==> src/include/sbm_regs.vh <==
`ifndef SBM_REGS_VH
`define SBM_REGS_VH
// ---------------------------------------------------------------
// Register byte offsets
// ---------------------------------------------------------------
`define SBM_CTRL_OFF      12'h000
`define SBM_STAT_OFF      12'h004
`define SBM_TX_OFF        12'h008
`define SBM_RX_OFF        12'h00C
`define SBM_IRQ_STAT_OFF  12'h010
`define SBM_IRQ_MASK_OFF  12'h014
`define SBM_QTR_OFF       12'h018
// ---------------------------------------------------------------
// Control fields
// ---------------------------------------------------------------
`define SBM_C_START       0
`define SBM_C_RESTART     1
`define SBM_C_STOP        2
`define SBM_C_RECV        3
`define SBM_C_ACKSEQ      4
`define SBM_C_ACKVAL      5
`define SBM_C_ENABLE      15
// ---------------------------------------------------------------
// Status fields
// ---------------------------------------------------------------
`define SBM_S_TBF         0
`define SBM_S_RBF         1
`define SBM_S_START_SEEN  3
`define SBM_S_STOP_SEEN   4
`define SBM_S_RXOV        6
`define SBM_S_WCOL        7
`define SBM_S_BCL         10
`define SBM_S_TXSTAT      14
`define SBM_S_ACK_RECEIVED_STATUS     15
// ---------------------------------------------------------------
// Interrupt event bits
// ---------------------------------------------------------------
`define SBM_I_DONE        0
`define SBM_I_BCL         1
`define SBM_I_WCOL        2
`define SBM_I_RXOV        3
`define SBM_I_RXFULL      4
// ---------------------------------------------------------------
// Reset values and timing
// ---------------------------------------------------------------
`define SBM_CTRL_RST      16'h0000
`define SBM_STAT_RST      16'h0000
`define SBM_IRQ_RST       5'h00
`define SBM_QTR_DEF       16'h007D
`endif

==> src/hdl/sbm_top.v <==
// The APB slave port and the placing of the registers were chosen for this implementation.
`include "sbm_regs.vh"
`default_nettype none
module sbm_top (
    input  wire        core_clk_i,  // Core clock 200 MHz
    input  wire        sys_rst_i,   // Sync reset, high
    input  wire        ce_i,        // Clock enable
    input  wire        psel_i,      // APB select
    input  wire        penable_i,   // APB enable
    input  wire        pwrite_i,    // APB write
    input  wire [11:0] paddr_i,     // APB address
    input  wire [31:0] pwdata_i,    // APB write data
    output reg  [31:0] prdata_o,    // APB read data
    output reg         pready_o,    // APB ready
    output reg         pslverr_o,   // APB error
    input  wire        scl_i,       // Clock line level
    output reg         scl_o,       // Clock line out, always 0
    output reg         scl_oe_n_o,  // Low pulls clock line low
    input  wire        sda_i,       // Data line level
    output reg         sda_o,       // Data line out, always 0
    output reg         sda_oe_n_o,  // Low pulls data line low
    output reg         irq_o        // Level interrupt
);
    // -----------------------------------------------------------
    // States
    // -----------------------------------------------------------
    localparam ST_IDLE  = 3'h0;
    localparam ST_START = 3'h1;
    localparam ST_RSTRT = 3'h2;
    localparam ST_STOP  = 3'h3;
    localparam ST_XFER  = 3'h4;
    localparam ST_ACK   = 3'h5;

    // -----------------------------------------------------------
    // Registers
    // -----------------------------------------------------------
    reg  [15:0] ctrl;
    reg  [15:0] qtr;
    reg  [7:0]  tx_data;
    reg  [7:0]  rx_data;
    reg  [7:0]  shift;
    reg         tx_buffer_full, rx_buffer_full, rxov, wcol, bus_collision_flag, txstat, ack_received_status;
    reg         start_seen, stop_seen;
    reg  [4:0]  irq_stat;
    reg  [4:0]  irq_mask;
    reg  [2:0]  state;
    reg  [1:0]  phase;
    reg  [3:0]  bitcnt;
    reg         is_tx, ack_bit;
    reg  [1:0]  scl_sync, sda_sync;
    reg         sda_d;
    wire        tick;

    sbm_quarter_timer u_timer (
        .core_clk_i (core_clk_i),
        .sys_rst_i  (sys_rst_i),
        .ce_i       (ce_i),
        .run_i      (state != ST_IDLE),
        .reload_i   (qtr),
        .tick_o     (tick)
    );

    // -----------------------------------------------------------
    // Helpers
    // -----------------------------------------------------------
    function sel_reg;
        input [11:0] a;
        input [11:0] off;
        begin
            sel_reg = (a == off);
        end
    endfunction

    wire acc   = psel_i & penable_i & ~pready_o;
    wire wr    = acc & pwrite_i;
    wire rd    = acc & ~pwrite_i;
    wire scl_s = scl_sync[1];
    wire sda_s = sda_sync[1];
    wire busy  = (state != ST_IDLE);
    wire w_ctl = wr & sel_reg(paddr_i, `SBM_CTRL_OFF);
    wire w_tx  = wr & sel_reg(paddr_i, `SBM_TX_OFF);
    wire w_st  = wr & sel_reg(paddr_i, `SBM_STAT_OFF);
    wire w_is  = wr & sel_reg(paddr_i, `SBM_IRQ_STAT_OFF);
    wire r_rx  = rd & sel_reg(paddr_i, `SBM_RX_OFF);
    wire mapped = sel_reg(paddr_i, `SBM_CTRL_OFF)
                | sel_reg(paddr_i, `SBM_STAT_OFF)
                | sel_reg(paddr_i, `SBM_TX_OFF)
                | sel_reg(paddr_i, `SBM_RX_OFF)
                | sel_reg(paddr_i, `SBM_IRQ_STAT_OFF)
                | sel_reg(paddr_i, `SBM_IRQ_MASK_OFF)
                | sel_reg(paddr_i, `SBM_QTR_OFF);
    wire enabled = ctrl[`SBM_C_ENABLE];
    // Busy transmit write is refused
    wire tx_busy = busy | tx_buffer_full | (|ctrl[4:0]);
    wire tx_ok   = w_tx & ~tx_busy;
    wire tx_bad  = w_tx & tx_busy;
    // Collision: released data bit reads low, ack slot excluded
    wire coll    = (state == ST_XFER) & is_tx & phase[1] & sda_oe_n_o
                 & ~sda_s & tick & (bitcnt != 4'h8);
    wire done    = tick & (phase == 2'h3) & (state != ST_IDLE)
                 & (state != ST_XFER | bitcnt == 4'h8);

    // -----------------------------------------------------------
    // Input synchronisers
    // -----------------------------------------------------------
    always @(posedge core_clk_i) begin
        if (sys_rst_i) begin
            scl_sync <= 2'h3;
            sda_sync <= 2'h3;
            sda_d    <= 1'b1;
        end else if (ce_i) begin
            scl_sync <= {scl_sync[0], scl_i};
            sda_sync <= {sda_sync[0], sda_i};
            sda_d    <= sda_sync[1]; // Last data level, for edges
        end
    end

    // -----------------------------------------------------------
    // APB answer, one wait state
    // -----------------------------------------------------------
    always @(posedge core_clk_i) begin
        if (sys_rst_i) begin
            pready_o  <= 1'b0;
            pslverr_o <= 1'b0;
            prdata_o  <= 32'h00000000;
        end else if (ce_i) begin
            pready_o  <= acc;
            pslverr_o <= acc & ~mapped;
            prdata_o  <= 32'h00000000;
            if (rd) begin
                case (paddr_i)
                    `SBM_CTRL_OFF:     prdata_o <= {16'h0000, ctrl};
                    `SBM_STAT_OFF:     prdata_o <= {16'h0000, ack_received_status,
                        txstat, 3'h0, bus_collision_flag, 2'h0, wcol, rxov, 1'b0,
                        stop_seen, start_seen, 1'b0, rx_buffer_full, tx_buffer_full};
                    `SBM_RX_OFF:       prdata_o <= {24'h000000, rx_data};
                    `SBM_IRQ_STAT_OFF: prdata_o <= {27'h0, irq_stat};
                    `SBM_IRQ_MASK_OFF: prdata_o <= {27'h0, irq_mask};
                    `SBM_QTR_OFF:      prdata_o <= {16'h0000, qtr};
                    default:           prdata_o <= 32'h00000000;
                endcase
            end
        end
    end

    // -----------------------------------------------------------
    // Control register and sequencer
    // -----------------------------------------------------------
    always @(posedge core_clk_i) begin
        if (sys_rst_i) begin
            ctrl       <= `SBM_CTRL_RST;
            qtr        <= `SBM_QTR_DEF;
            state      <= ST_IDLE;
            phase      <= 2'h0;
            bitcnt     <= 4'h0;
            is_tx      <= 1'b0;
            ack_bit    <= 1'b1;
            shift      <= 8'h00;
            tx_data    <= 8'h00;
            tx_buffer_full        <= 1'b0;
            txstat     <= 1'b0;
            ack_received_status    <= 1'b0;
            scl_oe_n_o <= 1'b1;
            sda_oe_n_o <= 1'b1;
        end else if (ce_i) begin
            if (w_ctl) begin
                ctrl <= pwdata_i[15:0];
            end
            if (wr & sel_reg(paddr_i, `SBM_QTR_OFF)) begin
                qtr <= pwdata_i[15:0];
            end
            if (tx_ok) begin
                tx_data <= pwdata_i[7:0];
                tx_buffer_full     <= 1'b1;
            end
            if (tick) begin
                phase <= phase + 2'h1;
            end
            case (state)
                ST_IDLE: begin
                    phase <= 2'h0;
                    if (!enabled) begin
                        scl_oe_n_o <= 1'b1;
                        sda_oe_n_o <= 1'b1;
                    end else if (ctrl[`SBM_C_START]) begin
                        state <= ST_START;
                    end else if (ctrl[`SBM_C_RESTART]) begin
                        state <= ST_RSTRT;
                    end else if (ctrl[`SBM_C_STOP]) begin
                        state <= ST_STOP;
                    end else if (ctrl[`SBM_C_RECV]) begin
                        state  <= ST_XFER;
                        is_tx  <= 1'b0;
                        bitcnt <= 4'h0;
                    end else if (ctrl[`SBM_C_ACKSEQ]) begin
                        state   <= ST_ACK;
                        ack_bit <= ctrl[`SBM_C_ACKVAL];
                    end else if (tx_buffer_full) begin
                        state  <= ST_XFER;
                        is_tx  <= 1'b1;
                        bitcnt <= 4'h0;
                        shift  <= tx_data;
                        tx_buffer_full    <= 1'b0;
                        txstat <= 1'b1;
                    end
                end
                ST_START: begin
                    // Both released, data falls, then clock falls
                    if (tick) begin
                        case (phase)
                            2'h0: sda_oe_n_o <= 1'b0;
                            2'h2: scl_oe_n_o <= 1'b0;
                            default: ;
                        endcase
                    end
                end
                ST_RSTRT: begin
                    // Release data, raise clock, then data falls
                    if (tick) begin
                        case (phase)
                            2'h0: sda_oe_n_o <= 1'b1;
                            2'h1: scl_oe_n_o <= 1'b1;
                            2'h2: sda_oe_n_o <= 1'b0;
                            default: scl_oe_n_o <= 1'b0;
                        endcase
                    end
                end
                ST_STOP: begin
                    // Data low, clock rises, then data rises
                    if (tick) begin
                        case (phase)
                            2'h0: sda_oe_n_o <= 1'b0;
                            2'h1: scl_oe_n_o <= 1'b1;
                            2'h2: sda_oe_n_o <= 1'b1;
                            default: ;
                        endcase
                    end
                end
                ST_XFER, ST_ACK: begin
                    // Quarter 0 sets data, 1 and 2 clock high
                    if (tick) begin
                        case (phase)
                            2'h0: begin
                                if (state == ST_ACK) begin
                                    sda_oe_n_o <= ack_bit;
                                end else if (!is_tx | bitcnt == 4'h8) begin
                                    sda_oe_n_o <= 1'b1;
                                end else begin
                                    sda_oe_n_o <= shift[7];
                                end
                            end
                            2'h1: scl_oe_n_o <= 1'b1;
                            2'h2: begin
                                if (state == ST_XFER) begin
                                    if (bitcnt == 4'h8) begin
                                        ack_received_status <= sda_s;
                                    end else begin
                                        shift <= {shift[6:0], sda_s};
                                    end
                                end
                            end
                            default: begin
                                scl_oe_n_o <= 1'b0;
                                bitcnt     <= bitcnt + 4'h1;
                            end
                        endcase
                    end
                    if (state == ST_XFER & !is_tx & bitcnt == 4'h7
                        & tick & phase == 2'h3) begin
                        state <= ST_IDLE;
                    end
                end
                default: state <= ST_IDLE;
            endcase
            if (coll) begin
                state      <= ST_IDLE;
                txstat     <= 1'b0;
                scl_oe_n_o <= 1'b1;
                sda_oe_n_o <= 1'b1;
                ctrl[4:0]  <= 5'h00;
            end else if (done) begin
                state <= ST_IDLE;
                if (state == ST_XFER & is_tx) begin
                    txstat <= 1'b0;
                end
                case (state)
                    ST_START: ctrl[`SBM_C_START]   <= 1'b0;
                    ST_RSTRT: ctrl[`SBM_C_RESTART] <= 1'b0;
                    ST_STOP:  ctrl[`SBM_C_STOP]    <= 1'b0;
                    ST_ACK:   ctrl[`SBM_C_ACKSEQ]  <= 1'b0;
                    default: ;
                endcase
            end else if (state == ST_XFER & !is_tx & bitcnt == 4'h7
                         & tick & phase == 2'h3) begin
                ctrl[`SBM_C_RECV] <= 1'b0;
            end
        end
    end

    // -----------------------------------------------------------
    // Receive buffer and sticky flags, set beats clear
    // -----------------------------------------------------------
    wire rx_load = state == ST_XFER & !is_tx & bitcnt == 4'h7
                 & tick & phase == 2'h3;
    always @(posedge core_clk_i) begin
        if (sys_rst_i) begin
            rx_data    <= 8'h00;
            rx_buffer_full        <= 1'b0;
            rxov       <= 1'b0;
            wcol       <= 1'b0;
            bus_collision_flag        <= 1'b0;
            start_seen <= 1'b0;
            stop_seen  <= 1'b0;
            irq_stat   <= `SBM_IRQ_RST;
            irq_mask   <= `SBM_IRQ_RST;
            irq_o      <= 1'b0;
        end else if (ce_i) begin
            if (rx_load & rx_buffer_full) begin
                rxov <= 1'b1;
            end else if (w_st & ~pwdata_i[`SBM_S_RXOV]) begin
                rxov <= 1'b0;
            end
            if (rx_load & ~rx_buffer_full) begin
                rx_data <= shift;
                rx_buffer_full     <= 1'b1;
            end else if (r_rx) begin
                rx_buffer_full <= 1'b0;
            end
            if (tx_bad) begin
                wcol <= 1'b1;
            end else if (w_st & ~pwdata_i[`SBM_S_WCOL]) begin
                wcol <= 1'b0;
            end
            if (coll) begin
                bus_collision_flag <= 1'b1;
            end else if (w_st & ~pwdata_i[`SBM_S_BCL]) begin
                bus_collision_flag <= 1'b0;
            end
            if (sda_d & scl_s & ~sda_s) begin
                start_seen <= 1'b1;
                stop_seen  <= 1'b0;
            end else if (~sda_d & scl_s & sda_s) begin
                start_seen <= 1'b0;
                stop_seen  <= 1'b1;
            end
            if (w_is) begin
                irq_stat <= (irq_stat & ~pwdata_i[4:0]) | {rx_load,
                    rx_load & rx_buffer_full, tx_bad, coll, done};
            end else begin
                irq_stat <= irq_stat | {rx_load, rx_load & rx_buffer_full,
                    tx_bad, coll, done};
            end
            if (wr & sel_reg(paddr_i, `SBM_IRQ_MASK_OFF)) begin
                irq_mask <= pwdata_i[4:0];
            end
            irq_o <= |(irq_stat & irq_mask);
        end
    end

    // Open-drain outputs always drive zero when enabled
    always @(posedge core_clk_i) begin
        if (sys_rst_i) begin
            scl_o <= 1'b0;
            sda_o <= 1'b0;
        end else begin
            scl_o <= 1'b0;
            sda_o <= 1'b0;
        end
    end
endmodule
`default_nettype wire

==> src/hdl/sbm_quarter_timer.v <==
`default_nettype none
// ---------------------------------------------------------------
// Quarter bit period tick generator
// ---------------------------------------------------------------
module sbm_quarter_timer (
    input  wire        core_clk_i,  // Core clock
    input  wire        sys_rst_i,   // Sync reset
    input  wire        ce_i,        // Clock enable
    input  wire        run_i,       // Count while high
    input  wire [15:0] reload_i,    // Quarter period minus one, in cycles
    output reg         tick_o       // One cycle pulse
);
    reg [15:0] count;

    // Count down, pulse on zero
    always @(posedge core_clk_i) begin
        if (sys_rst_i) begin
            count  <= 16'h0000;
            tick_o <= 1'b0;
        end else if (ce_i) begin
            tick_o <= 1'b0;
            if (!run_i) begin
                count <= reload_i;
            end else if (count == 16'h0000) begin
                count  <= reload_i;
                tick_o <= 1'b1;
            end else begin
                count <= count - 16'h0001;
            end
        end
    end
endmodule
`default_nettype wire

==> config.mk <==
export PLATFORM = sky130hd
export DESIGN_NAME = sbm_top
export DESIGN_NICKNAME = d
export VERILOG_FILES = /design/src/hdl/sbm_top.v /design/src/hdl/sbm_quarter_timer.v
export VERILOG_INCLUDE_DIRS = /design/src /design/src/include
export SDC_FILE = /design/constraint.sdc
export NUM_CORES = 1
export LEC_CHECK = 0
export BUFFER_PORTS_ARGS = -buffer_cell sky130_fd_sc_hd__clkbuf_2
export CAP_MARGIN = 20
export CORE_MARGIN = 5
export CORE_UTILIZATION = 50
export CTS_CLUSTER_DIAMETER = 30
export DETAILED_ROUTE_END_ITERATION = 10
export HOLD_SLACK_MARGIN = 0.15
export PLACE_DENSITY_LB_ADDON = 0.12
export SLEW_MARGIN = 20
export SYNTH_ARGS = -nofsm -noshare
export SYNTH_HDL_FRONTEND = slang
export SYNTH_SLANG_ARGS = --single-unit
export TNS_END_PERCENT = 10
==> constraint.sdc <==
create_clock -name core_clk_i -period 5.3 [get_ports core_clk_i]
set_input_delay 0.53 -clock core_clk_i [delete_from_list [all_inputs] [get_ports core_clk_i]]
set_output_delay 0.53 -clock core_clk_i [all_outputs]
set_load 0.03 [all_outputs]
Word-level counts from Yosys, hierarchy flattened. Cells that the tools add are included.

Input bits: 52. RAM bits: 0. ROM bits: 0. Bits in latches: 0. Memories kept: 0. Word-level logic and storage cells: 301. Bits in registers: 145. Output and inout port bits: 39.

$lt $le $gt $ge: 0. Reduce and logical (&&, ||, !) cells: 42. Shifts and indexed selects: 0. Multipliers: 0. Div/mod/pow operators: 0. Add/subtract/negate cells: 3. Muxes and demuxes: 108. Equality and inequality tests: 50. Bitwise logic cells: 65.

Operators by type and width (number): $pmux W16 S6 (1); $mux W8 (11); $mux W1 (60); $mux W16 (3); $and A1 B1 Y1 (36); $eq A12 B5 Y1 const B (3); $mux W4 (9); $mux W3 (11); $eq A12 B4 Y1 const B (2); $ne A2 B2 Y1 const B (12); $ne A3 B3 Y1 const B (8); $reduce_and A2 Y1 (11); $ne A4 B4 Y1 const B (5); $logic_not A16 Y1 (1); $pmux W8 S2 (1); $reduce_and A8 Y1 (2); $reduce_bool A2 Y1 (8); $sub A16 B1 Y16 const B (1); $mux W5 (3); $ne A3 B2 Y1 const B (5); $not A1 Y1 (14); $reduce_and A13 Y1 (1); $eq A12 B3 Y1 const B (1); $logic_not A12 Y1 (1); other kinds (36) (58).

Longest topological paths before layout. Gate-level depths: netlist (run 1).

Word-level depth: 14. Depth in mapped cells: 9. Depth with buffers taken out: 7.

Hierarchy. A second synthesis (run 1) with hierarchy kept.

Cells, all modules: 808. Area, all modules: 6655.1 um^2.

Modules (own cells, without submodules): sbm_top (cells an instance 668, area an instance 5547.8 um^2, seq. area each 2242.2 um^2, instances 1); sbm_quarter_timer (cells an instance 140, area an instance 1107.3 um^2, seq. area each 340.3 um^2, instances 1).

Worst setup path before layout (run 1). Ideal clock, no wire load.

Path kind: input port to flip-flop. Start point: in paddr_i[9]. End point: reg ctrl[10]. Path slack: 2.962 ns. Library setup time: 0.128 ns. Buffers on the path: 1. Arrival time: 2.210 ns. Data required time: 5.172 ns. Stages on the path: 6. Cells stage by stage: nor4_1 nand4b_1 nor3_1 buf_4 mux2i_1 nor2_1.

Longest elaborated chain between the ends: 3.

RTL lines: start: declaration (line sbm_top.v:11) `input wire [11:0] paddr_i,`; $logic_not A12 Y1 (line sbm_top.v:70) `sel_reg = (a == off);`; $and A1 B1 Y1 (line sbm_top.v:80) `` wire w_ctl = wr & sel_reg(paddr_i, `SBM_CTRL_OFF); ``; $reduce_and A2 Y1 (no source line); end signal: assignment (line sbm_top.v:151) `` ctrl <= `SBM_CTRL_RST; ``; end signal: assignment (line sbm_top.v:167) `ctrl <= pwdata_i[15:0];`; end: declaration (line sbm_top.v:37) `reg [15:0] ctrl;`.

No other way between the ends. A chain may end at the register's enable or synchronous reset.

Worst setup path after layout (run 1).
Start point: reg state[2]. End point: reg shift[7].

Longest elaborated chain between the ends: 4. Elaborated cells on any way between the ends: 18. Those cells by class: 13 x eq/ne; 1 x mux; 4 x reduce/logical.

RTL lines: start: declaration (line sbm_top.v:46) `reg [2:0] state;`; start signal: assignment (line sbm_top.v:153) `state <= ST_IDLE;`; start signal: assignment (line sbm_top.v:186) `state <= ST_START;`; start signal: assignment (line sbm_top.v:188) `state <= ST_RSTRT;`; $eq A3 B3 Y1, on equally long branches (line sbm_top.v:179, sbm_top.v:254); $reduce_or A2 Y1 (line sbm_top.v:179) `case (state)`; $ne A2 B1 Y1 (no source line), or another cell as far along; $reduce_and A13 Y1 (no source line); end signal: assignment (line sbm_top.v:202) `shift <= tx_data;`; end signal: assignment (line sbm_top.v:258) `shift <= {shift[6:0], sda_s};`; end: declaration (line sbm_top.v:41) `reg [7:0] shift;`.

Parallel ways exist; a longest one is shown, timed or not.

==> impl_metrics.env, run 1 <==
export IMPL_detail_route_iter0_violations=688
export IMPL_grt_antenna_before_repair=0
export IMPL_final_min_period_over_clock_period_pct=60.1
export IMPL_cts_inserted_buffers=17
export IMPL_drcViolationCount=0
export IMPL_clock_insertion_delay_worst_skew_ps=420
export IMPL_synthArstFlopShare_pct=0
export IMPL_power_static_leakage_nw=2.67
export IMPL_total_die_area_mm2=0.0154
export IMPL_number_of_clock_sinks_seen_by_cts=129
export IMPL_die_x_um=124
export IMPL_drtAntennaViolNets=0
export IMPL_cts_clk_slew_worst_paths_ps=60
export IMPL_detail_route_vias_per_cell=6.13
export IMPL_critPathSlowestCell="sky130_fd_sc_hd__o32ai_2"
export IMPL_leading_register_cell_type_out_of_synthesis="sky130_fd_sc_hd__dfxtp_1"
export IMPL_timing_setup_critical_path_class="reg2reg"
export IMPL_worst_hold_path_type="in2reg"
export IMPL_cts_tree="yes"
export IMPL_relSlewSlack_pct=27.1
export IMPL_hold_buffers=0
export IMPL_final_min_clock_period_ps=3180
export IMPL_htree_levels=4
export IMPL_reg2reg_slack_ps=2120
export IMPL_crit_family="compound AO/OA/AOI/OAI gates"
export IMPL_gp_routability_congestion=0.929
export IMPL_layout_common_cells="129 x sky130_fd_sc_hd__dfxtp_1, 96 x sky130_fd_sc_hd__nor2_1, 70 x sky130_fd_sc_hd__mux2i_1, 59 x sky130_fd_sc_hd__nand2_1, 55 x sky130_fd_sc_hd__clkbuf_2"
export IMPL_grt_usage_pct=24.2
export IMPL_post_cts_resized=0
export IMPL_hold_viol=0
export IMPL_max_clock_freq_ghz=0.314
export IMPL_global_route_wire_length_before_repair_um=28900
export IMPL_yosys_register_bits=129
export IMPL_setup_total_negative_slack_ps=0
export IMPL_cp_num_buf_inv=0
export IMPL_hold_end="sda_sync[0]"
export IMPL_die_height_um=124
export IMPL_synth_cells=756
export IMPL_place_worst_setup_slack_ps=2150
export IMPL_port_buffer_count=56
export IMPL_layout_setup_ws_ps=2120
export IMPL_setup_skew_ps=6.44
export IMPL_report_final_slew_viol_count=0
export IMPL_pin_count=91
export IMPL_postSynthAreaPerCell_um2=8.62
export IMPL_global_route_overflow_total=0
export IMPL_vias_in_the_first_global_route=5471
export IMPL_maxCapViolCount=0
export IMPL_synthesis_yosys_warnings=0
export IMPL_synth_edf_count=0
export IMPL_setup_viol=0
export IMPL_synth_seq_area_share_pct=39.6
export IMPL_synthesis_area_mm2=0.00652
export IMPL_route_detailed_wl_per_inst_um=18.8
export IMPL_outcome="finished clean"
export IMPL_layout_cells_most_common="sky130_fd_sc_hd__dfxtp_1"
export IMPL_endpoint_kind="flop"
export IMPL_power_density_mw_per_mm2=305
export IMPL_worstPathArrival_ps=3510
export IMPL_final_nets=848
export IMPL_worst_slew_pin_slew_ps=1090
export IMPL_holdCritStartpoint="sda_i"
export IMPL_timing_critical_path_cells="nor3_1 > nand4_1 > o32ai_2 > nor2_1 > a211oi_1"
export IMPL_floorplan_initialDensity_pct=51.2
export IMPL_top_post_synthesis_cells_by_area="sky130_fd_sc_hd__dfxtp_1 40%, sky130_fd_sc_hd__mux2i_1 11%, sky130_fd_sc_hd__nor2_1 5.6%"
export IMPL_drt_wl_total_um=18200
export IMPL_post_dp_hpwl_um=12700
export IMPL_critPathMaxStageDelay_ps=1010
export IMPL_critical_path_required_ps=5620
export IMPL_layout_drive_gt1_share_pct=14.7
export IMPL_area_growth_synth_to_final_pct=13.0
export IMPL_diodes=0
export IMPL_worstPathMaxFanout=25
export IMPL_ys_types=69
export IMPL_clockBufferDepth=2
export IMPL_via_count=5965
export IMPL_startpoint_type="flop"
export IMPL_grt_setup_unrepaired="false"
export IMPL_post_synth_top_area_fraction_pct=39.6
export IMPL_reg2regPathDepth=5
export IMPL_worstHoldPathCells=3
export IMPL_regToRegEndpoint="shift[7]"
export IMPL_worst_r2r_startpoint="state[2]"
export IMPL_synthDominantAreaCellType="sky130_fd_sc_hd__dfxtp_1"
export IMPL_drt_pass1_iterations=5
export IMPL_clockRootBuffer="sky130_fd_sc_hd__clkbuf_16"
export IMPL_grt_max_degree=56
export IMPL_total_setup_buffers_inserted_after_cts=0
export IMPL_max_vdd_ir_drop_mv=0.213
export IMPL_core_region_area_mm2=0.0127
export IMPL_fp_row_count=41
==> power by group <==
group,switching (W),leakage [nW],internal [W],total (W)
combinational,0.0000972,1.36,0.0000379,0.000135
clock,0.000439,0.267,0.000683,0.00112
sequential,0.00000872,1.04,0.000978,0.000986
==> logic make-up after synthesis <==
family / share of synthesized area (%)
AO/OA/AOI/OAI: 18.2
XOR/XNOR: 0.134
adder cells (fa/ha/maj): 1.54
buffers and inverters: 6.05
flip-flops: 39.6
multiplexers: 12.3
other: 0.0575
AND/OR/NAND/NOR: 22.1
==> cell usage after synthesis, types with 4 or more instances <==
| cell type | count |
|---|---|
| sky130_fd_sc_hd__mux2i_1 | 70 |
| sky130_fd_sc_hd__buf_4 | 22 |
| sky130_fd_sc_hd__and3_1 | 6 |
| sky130_fd_sc_hd__nand4_1 | 10 |
| sky130_fd_sc_hd__and2_1 | 9 |
| sky130_fd_sc_hd__or2_2 | 4 |
| sky130_fd_sc_hd__or3_1 | 5 |
| sky130_fd_sc_hd__nor3b_1 | 6 |
| sky130_fd_sc_hd__a222oi_1 | 7 |
| sky130_fd_sc_hd__a22oi_1 | 13 |
| sky130_fd_sc_hd__nor4_1 | 14 |
| sky130_fd_sc_hd__nor2b_1 | 10 |
| sky130_fd_sc_hd__o21ai_0 | 42 |
| sky130_fd_sc_hd__buf_1 | 7 |
| sky130_fd_sc_hd__clkbuf_1 | 30 |
| sky130_fd_sc_hd__o2bb2ai_1 | 4 |
| sky130_fd_sc_hd__inv_1 | 11 |
| sky130_fd_sc_hd__nor2_1 | 97 |
| sky130_fd_sc_hd__ha_1 | 8 |
| sky130_fd_sc_hd__nor3_1 | 22 |
| sky130_fd_sc_hd__a31oi_1 | 5 |
| sky130_fd_sc_hd__nand3b_1 | 4 |
| sky130_fd_sc_hd__nand2_1 | 59 |
| sky130_fd_sc_hd__dfxtp_1 | 129 |
| sky130_fd_sc_hd__a21o_1 | 4 |
| sky130_fd_sc_hd__o22ai_1 | 5 |
| sky130_fd_sc_hd__mux2_2 | 9 |
| sky130_fd_sc_hd__a211oi_1 | 10 |
| sky130_fd_sc_hd__nand2b_1 | 7 |
| sky130_fd_sc_hd__a21oi_1 | 43 |
| sky130_fd_sc_hd__a32o_1 | 5 |
| sky130_fd_sc_hd__nand3_1 | 13 |
==> worst reg2reg max path, stage by stage (launching register included) <==
cell and delay (ps):
sky130_fd_sc_hd__dfxtp_1 560, sky130_fd_sc_hd__nor3_1 750, sky130_fd_sc_hd__nand4_1 360, sky130_fd_sc_hd__o32ai_2 1010, sky130_fd_sc_hd__nor2_1 130, sky130_fd_sc_hd__a211oi_1 280
==> routing by layer <==
metal  share of wire (%)  vias up  GRT usage, %
li1                    -     2799             -
met1                  45     2870          33.4
met4                 2.7        0          10.7
met5                   0        -             0
met2                  45      263          36.3
met3                 7.9       33          5.18
==> final cells by class <==
cell class,instances,area [µm²]
Tap cell,172,215
Inverter,11,41.3
Timing Repair Buffer,61,320
Fill cell,1145,5360
Sequential cell,129,2580
Clock buffer,21,470
Clock inverter,11,108
Multi-Input combinational cell,568,3630
==> registers in the layout, summed over array words and instances (netlist names), 2 cells and up <==
name and count:
irq_stat 5, shift 8, irq_mask 5, bitcnt 4, sda_sync 2, u_timer.count 16, rx_data 8, prdata_o 16
phase 2, tx_data 8, qtr 16, scl_sync 2, state 3, ctrl 16
==> through the flow <==
step | hold WS (ps) | instances | total power (W) | utilization [%] | instance area (µm²)
after floorplan | 441 | 773 | 0.00111 | - | 6580
after global placement | 441 | 941 | 0.00114 | 53.3 | 6780
after detailed placement | 446 | 941 | 0.00114 | 53.3 | 6780
after CTS | 318 | 973 | 0.00225 | 57.9 | 7360
after global routing | 330 | 973 | 0.00232 | 57.9 | 7370
final | 334 | 973 | 0.00224 | 57.9 | 7370
==> worst max path at each step <==
stage / start / end / slack, ps / depth (start not counted)
after floorplan: paddr_i[9] / ctrl[10] / 2960 / 6
after global placement: paddr_i[9] / ctrl[12] / 2020 / 6
after detailed placement: paddr_i[9] / ctrl[11] / 2150 / 6
after CTS: state[2] / shift[7] / 2200 / 5
after global routing: state[2] / shift[7] / 1890 / 5
final: state[2] / shift[7] / 2120 / 5
Power figures use the tool's default switching activity.
==> inputs of run 2 (changes only) <==
==> constraint.sdc (replaced) <==
create_clock -name core_clk_i -period 3.2 [get_ports core_clk_i]
set_input_delay 0.32 -clock core_clk_i [delete_from_list [all_inputs] [get_ports core_clk_i]]
set_output_delay 0.32 -clock core_clk_i [all_outputs]
set_load 0.03 [all_outputs]
==> run 2 against run 1 <==
Sequential power grew 65%; highest routed layer unchanged; sequential cell count is the same; final cell count grew 1.5%; die area is the same; largest power group unchanged; cell area grew 2.5%; largest cell class unchanged.
==> impl_metrics.env, run 2 (synthesis gave the netlist of run 1 again) <==
export IMPL_reg2reg_slack_ps=580
export IMPL_layout_drive_gt1_share_pct=15.8
export IMPL_cp_num_buf_inv=0
export IMPL_port_buffer_count=56
export IMPL_startpoint_type="flop"
export IMPL_final_min_period_over_clock_period_pct=82.0
export IMPL_timing_setup_critical_path_class="reg2reg"
export IMPL_detail_route_iter0_violations=639
export IMPL_drcViolationCount=0
export IMPL_regToRegEndpoint="shift[5]"
export IMPL_area_growth_synth_to_final_pct=15.8
export IMPL_hold_buffers=3
export IMPL_critical_path_depth=5
export IMPL_cts_tree="yes"
export IMPL_cts_clk_slew_worst_paths_ps=60
export IMPL_groute_layer_met3_usage_pct=4.95
export IMPL_report_final_slew_viol_count=0
export IMPL_layout_common_cells="129 x sky130_fd_sc_hd__dfxtp_1, 96 x sky130_fd_sc_hd__nor2_1, 70 x sky130_fd_sc_hd__mux2i_1, 59 x sky130_fd_sc_hd__nand2_1, 55 x sky130_fd_sc_hd__clkbuf_2"
export IMPL_die_x_um=124
export IMPL_htree_levels=4
export IMPL_critPathMaxStageDelay_ps=1000
export IMPL_setup_skew_ps=7.08
export IMPL_timing_critical_path_cells="nor3_1 > nand4_1 > o32ai_2 > nor2_1 > a211oi_1"
export IMPL_grt_setup_unrepaired="false"
export IMPL_maxCapViolCount=0
export IMPL_grt_usage_pct=24.5
export IMPL_power_combinational_fraction_pct=5.7
export IMPL_floorplan_initialDensity_pct=51.2
export IMPL_grt_antenna_before_repair=0
export IMPL_diodes=0
export IMPL_worst_slew_pin_slew_ps=1080
export IMPL_global_route_overflow_total=0
export IMPL_max_clock_freq_ghz=0.381
export IMPL_gp_routability_congestion=0.897
export IMPL_timing_critical_path_to="shift[5]"
export IMPL_grt_max_degree=62
export IMPL_drt_wl_total_um=18100
export IMPL_hold_viol=0
export IMPL_total_die_area_mm2=0.0154
export IMPL_p_int_w=0.00309
export IMPL_outcome="finished clean"
export IMPL_reg2regPathDepth=5
export IMPL_max_vdd_ir_drop_mv=0.365
export IMPL_power_density_mw_per_mm2=531
export IMPL_power_switching_w=0.000912
export IMPL_swShare_pct=22.8
export IMPL_worst_r2r_startpoint="ctrl[0]"
export IMPL_via_count=5945
export IMPL_power_static_leakage_nw=2.77
export IMPL_post_cts_resized=0
export IMPL_grtUsageMet2_pct=37.2
export IMPL_final_nets=863
export IMPL_post_dp_hpwl_um=12600
export IMPL_layer_with_the_highest_usage="met2"
export IMPL_share_seq_of_total_power_pct=40.8
export IMPL_layoutNonFillerInstCount=988
export IMPL_route_detailed_wl_per_inst_um=18.3
export IMPL_critical_path_required_ps=3520
export IMPL_critical_path_startpoint="ctrl[0]"
export IMPL_number_of_clock_sinks_seen_by_cts=129
export IMPL_clock_insertion_delay_worst_skew_ps=420
export IMPL_clockBufferDepth=2
export IMPL_cts_inserted_buffers=17
export IMPL_total_power_w=0.00401
export IMPL_worstPathMaxFanout=16
export IMPL_vias_in_the_first_global_route=5537
export IMPL_layout_utilization_pct=59.3
export IMPL_setup_total_negative_slack_ps=0
export IMPL_final_min_clock_period_ps=2620
export IMPL_groute_layer_met1_usage_pct=34.2
export IMPL_clockRootBuffer="sky130_fd_sc_hd__clkbuf_16"
export IMPL_layout_cells_most_common="sky130_fd_sc_hd__dfxtp_1"
export IMPL_setup_viol=0
export IMPL_critPathSlowestCell="sky130_fd_sc_hd__o32ai_2"
export IMPL_fp_row_count=41
export IMPL_pwr_share_clk_pct=53.5
export IMPL_placed_cells_incl_taps=953
export IMPL_drt_pass1_iterations=7
export IMPL_endpoint_kind="flop"
export IMPL_drtAntennaViolNets=0
export IMPL_worst_hold_path_type="in2reg"
export IMPL_relSlewSlack_pct=28.0
export IMPL_worstPathArrival_ps=2940
export IMPL_crit_family="compound AO/OA/AOI/OAI gates"
export IMPL_total_setup_buffers_inserted_after_cts=0
export IMPL_detail_route_vias_per_cell=6.02
export IMPL_pin_count=91
export IMPL_global_route_wire_length_before_repair_um=29200
export IMPL_die_height_um=124
export IMPL_core_region_area_mm2=0.0127
==> run 2: changes by cell type in the layout (fill, tap and decap cells not counted), moves of 3 or more <==
cell | previous run | this run
sky130_fd_sc_hd__buf_4 | 6 | 18
sky130_fd_sc_hd__bufinv_16 | 1 | 5
sky130_fd_sc_hd__clkinv_4 | 4 | 0
sky130_fd_sc_hd__dlygate4sd3_1 | 0 | 3
sky130_fd_sc_hd__inv_6 | 0 | 3
==> run 2: stage by stage <==
stage	instance area, µm²	hold WS (ps)	worst slack (ps)
after floorplan	6580	430	961
after global placement	6870	442	781
after detailed placement	6870	451	688
after CTS	7550	154	636
after global routing	7550	177	354
final	7550	167	577
==> run 2: how the worst min path moves through the flow <==
| stage | startpoint | end | slack, ps | depth (start not counted) |
|---|---|---|---|---|
| 5_1_grt | pwdata_i[15] | qtr[15] | 180 | 3 |
| 6_report | pwdata_i[12] | ctrl[12] | 170 | 3 |
| 3_3_place_gp | prdata_o[8] | prdata_o[8] | 440 | 2 |
| 2_1_floorplan | pwdata_i[1] | irq_stat[1] | 430 | 1 |
| 3_5_place_dp | prdata_o[5] | prdata_o[5] | 450 | 2 |
| 4_1_cts | pwdata_i[12] | qtr[12] | 150 | 3 |
==> run 2: worst reg2reg max path: cells and delay by family, from the launching register on <==
kind / cells / cell delay, ps
flops: 1 / 360
compound gates: 2 / 1290
simple gates: 3 / 880
==> run 2: layout make-up <==
class / count / area [µm²]
Timing Repair Buffer: 76 / 440
Inverter: 11 / 41.3
Clock buffer: 20 / 447
Sequential cell: 129 / 2580
Multi-Input combinational cell: 568 / 3620
Tap cell: 172 / 215
Clock inverter: 12 / 204
Fill cell: 1146 / 5170
==> run 2: power by group through the flow <==
stage / sequential [W] / combinational, W / clock [W]
after floorplan: 0.00167 / 0.000168 / 0
after global placement: 0.00167 / 0.000217 / 0
after detailed placement: 0.00167 / 0.000222 / 0
after CTS: 0.00163 / 0.000226 / 0.00217
after global routing: 0.00163 / 0.000249 / 0.00225
final: 0.00163 / 0.000229 / 0.00214
==> run 2: metal layers <==
| metal | part of all wire [%] | up-vias |
|---|---|---|
| met3 | 6.6 | 34 |
| met2 | 46 | 240 |
| met1 | 45 | 2845 |
| met5 | 0 | - |
| met4 | 2.5 | 0 |
| li1 | - | 2826 |
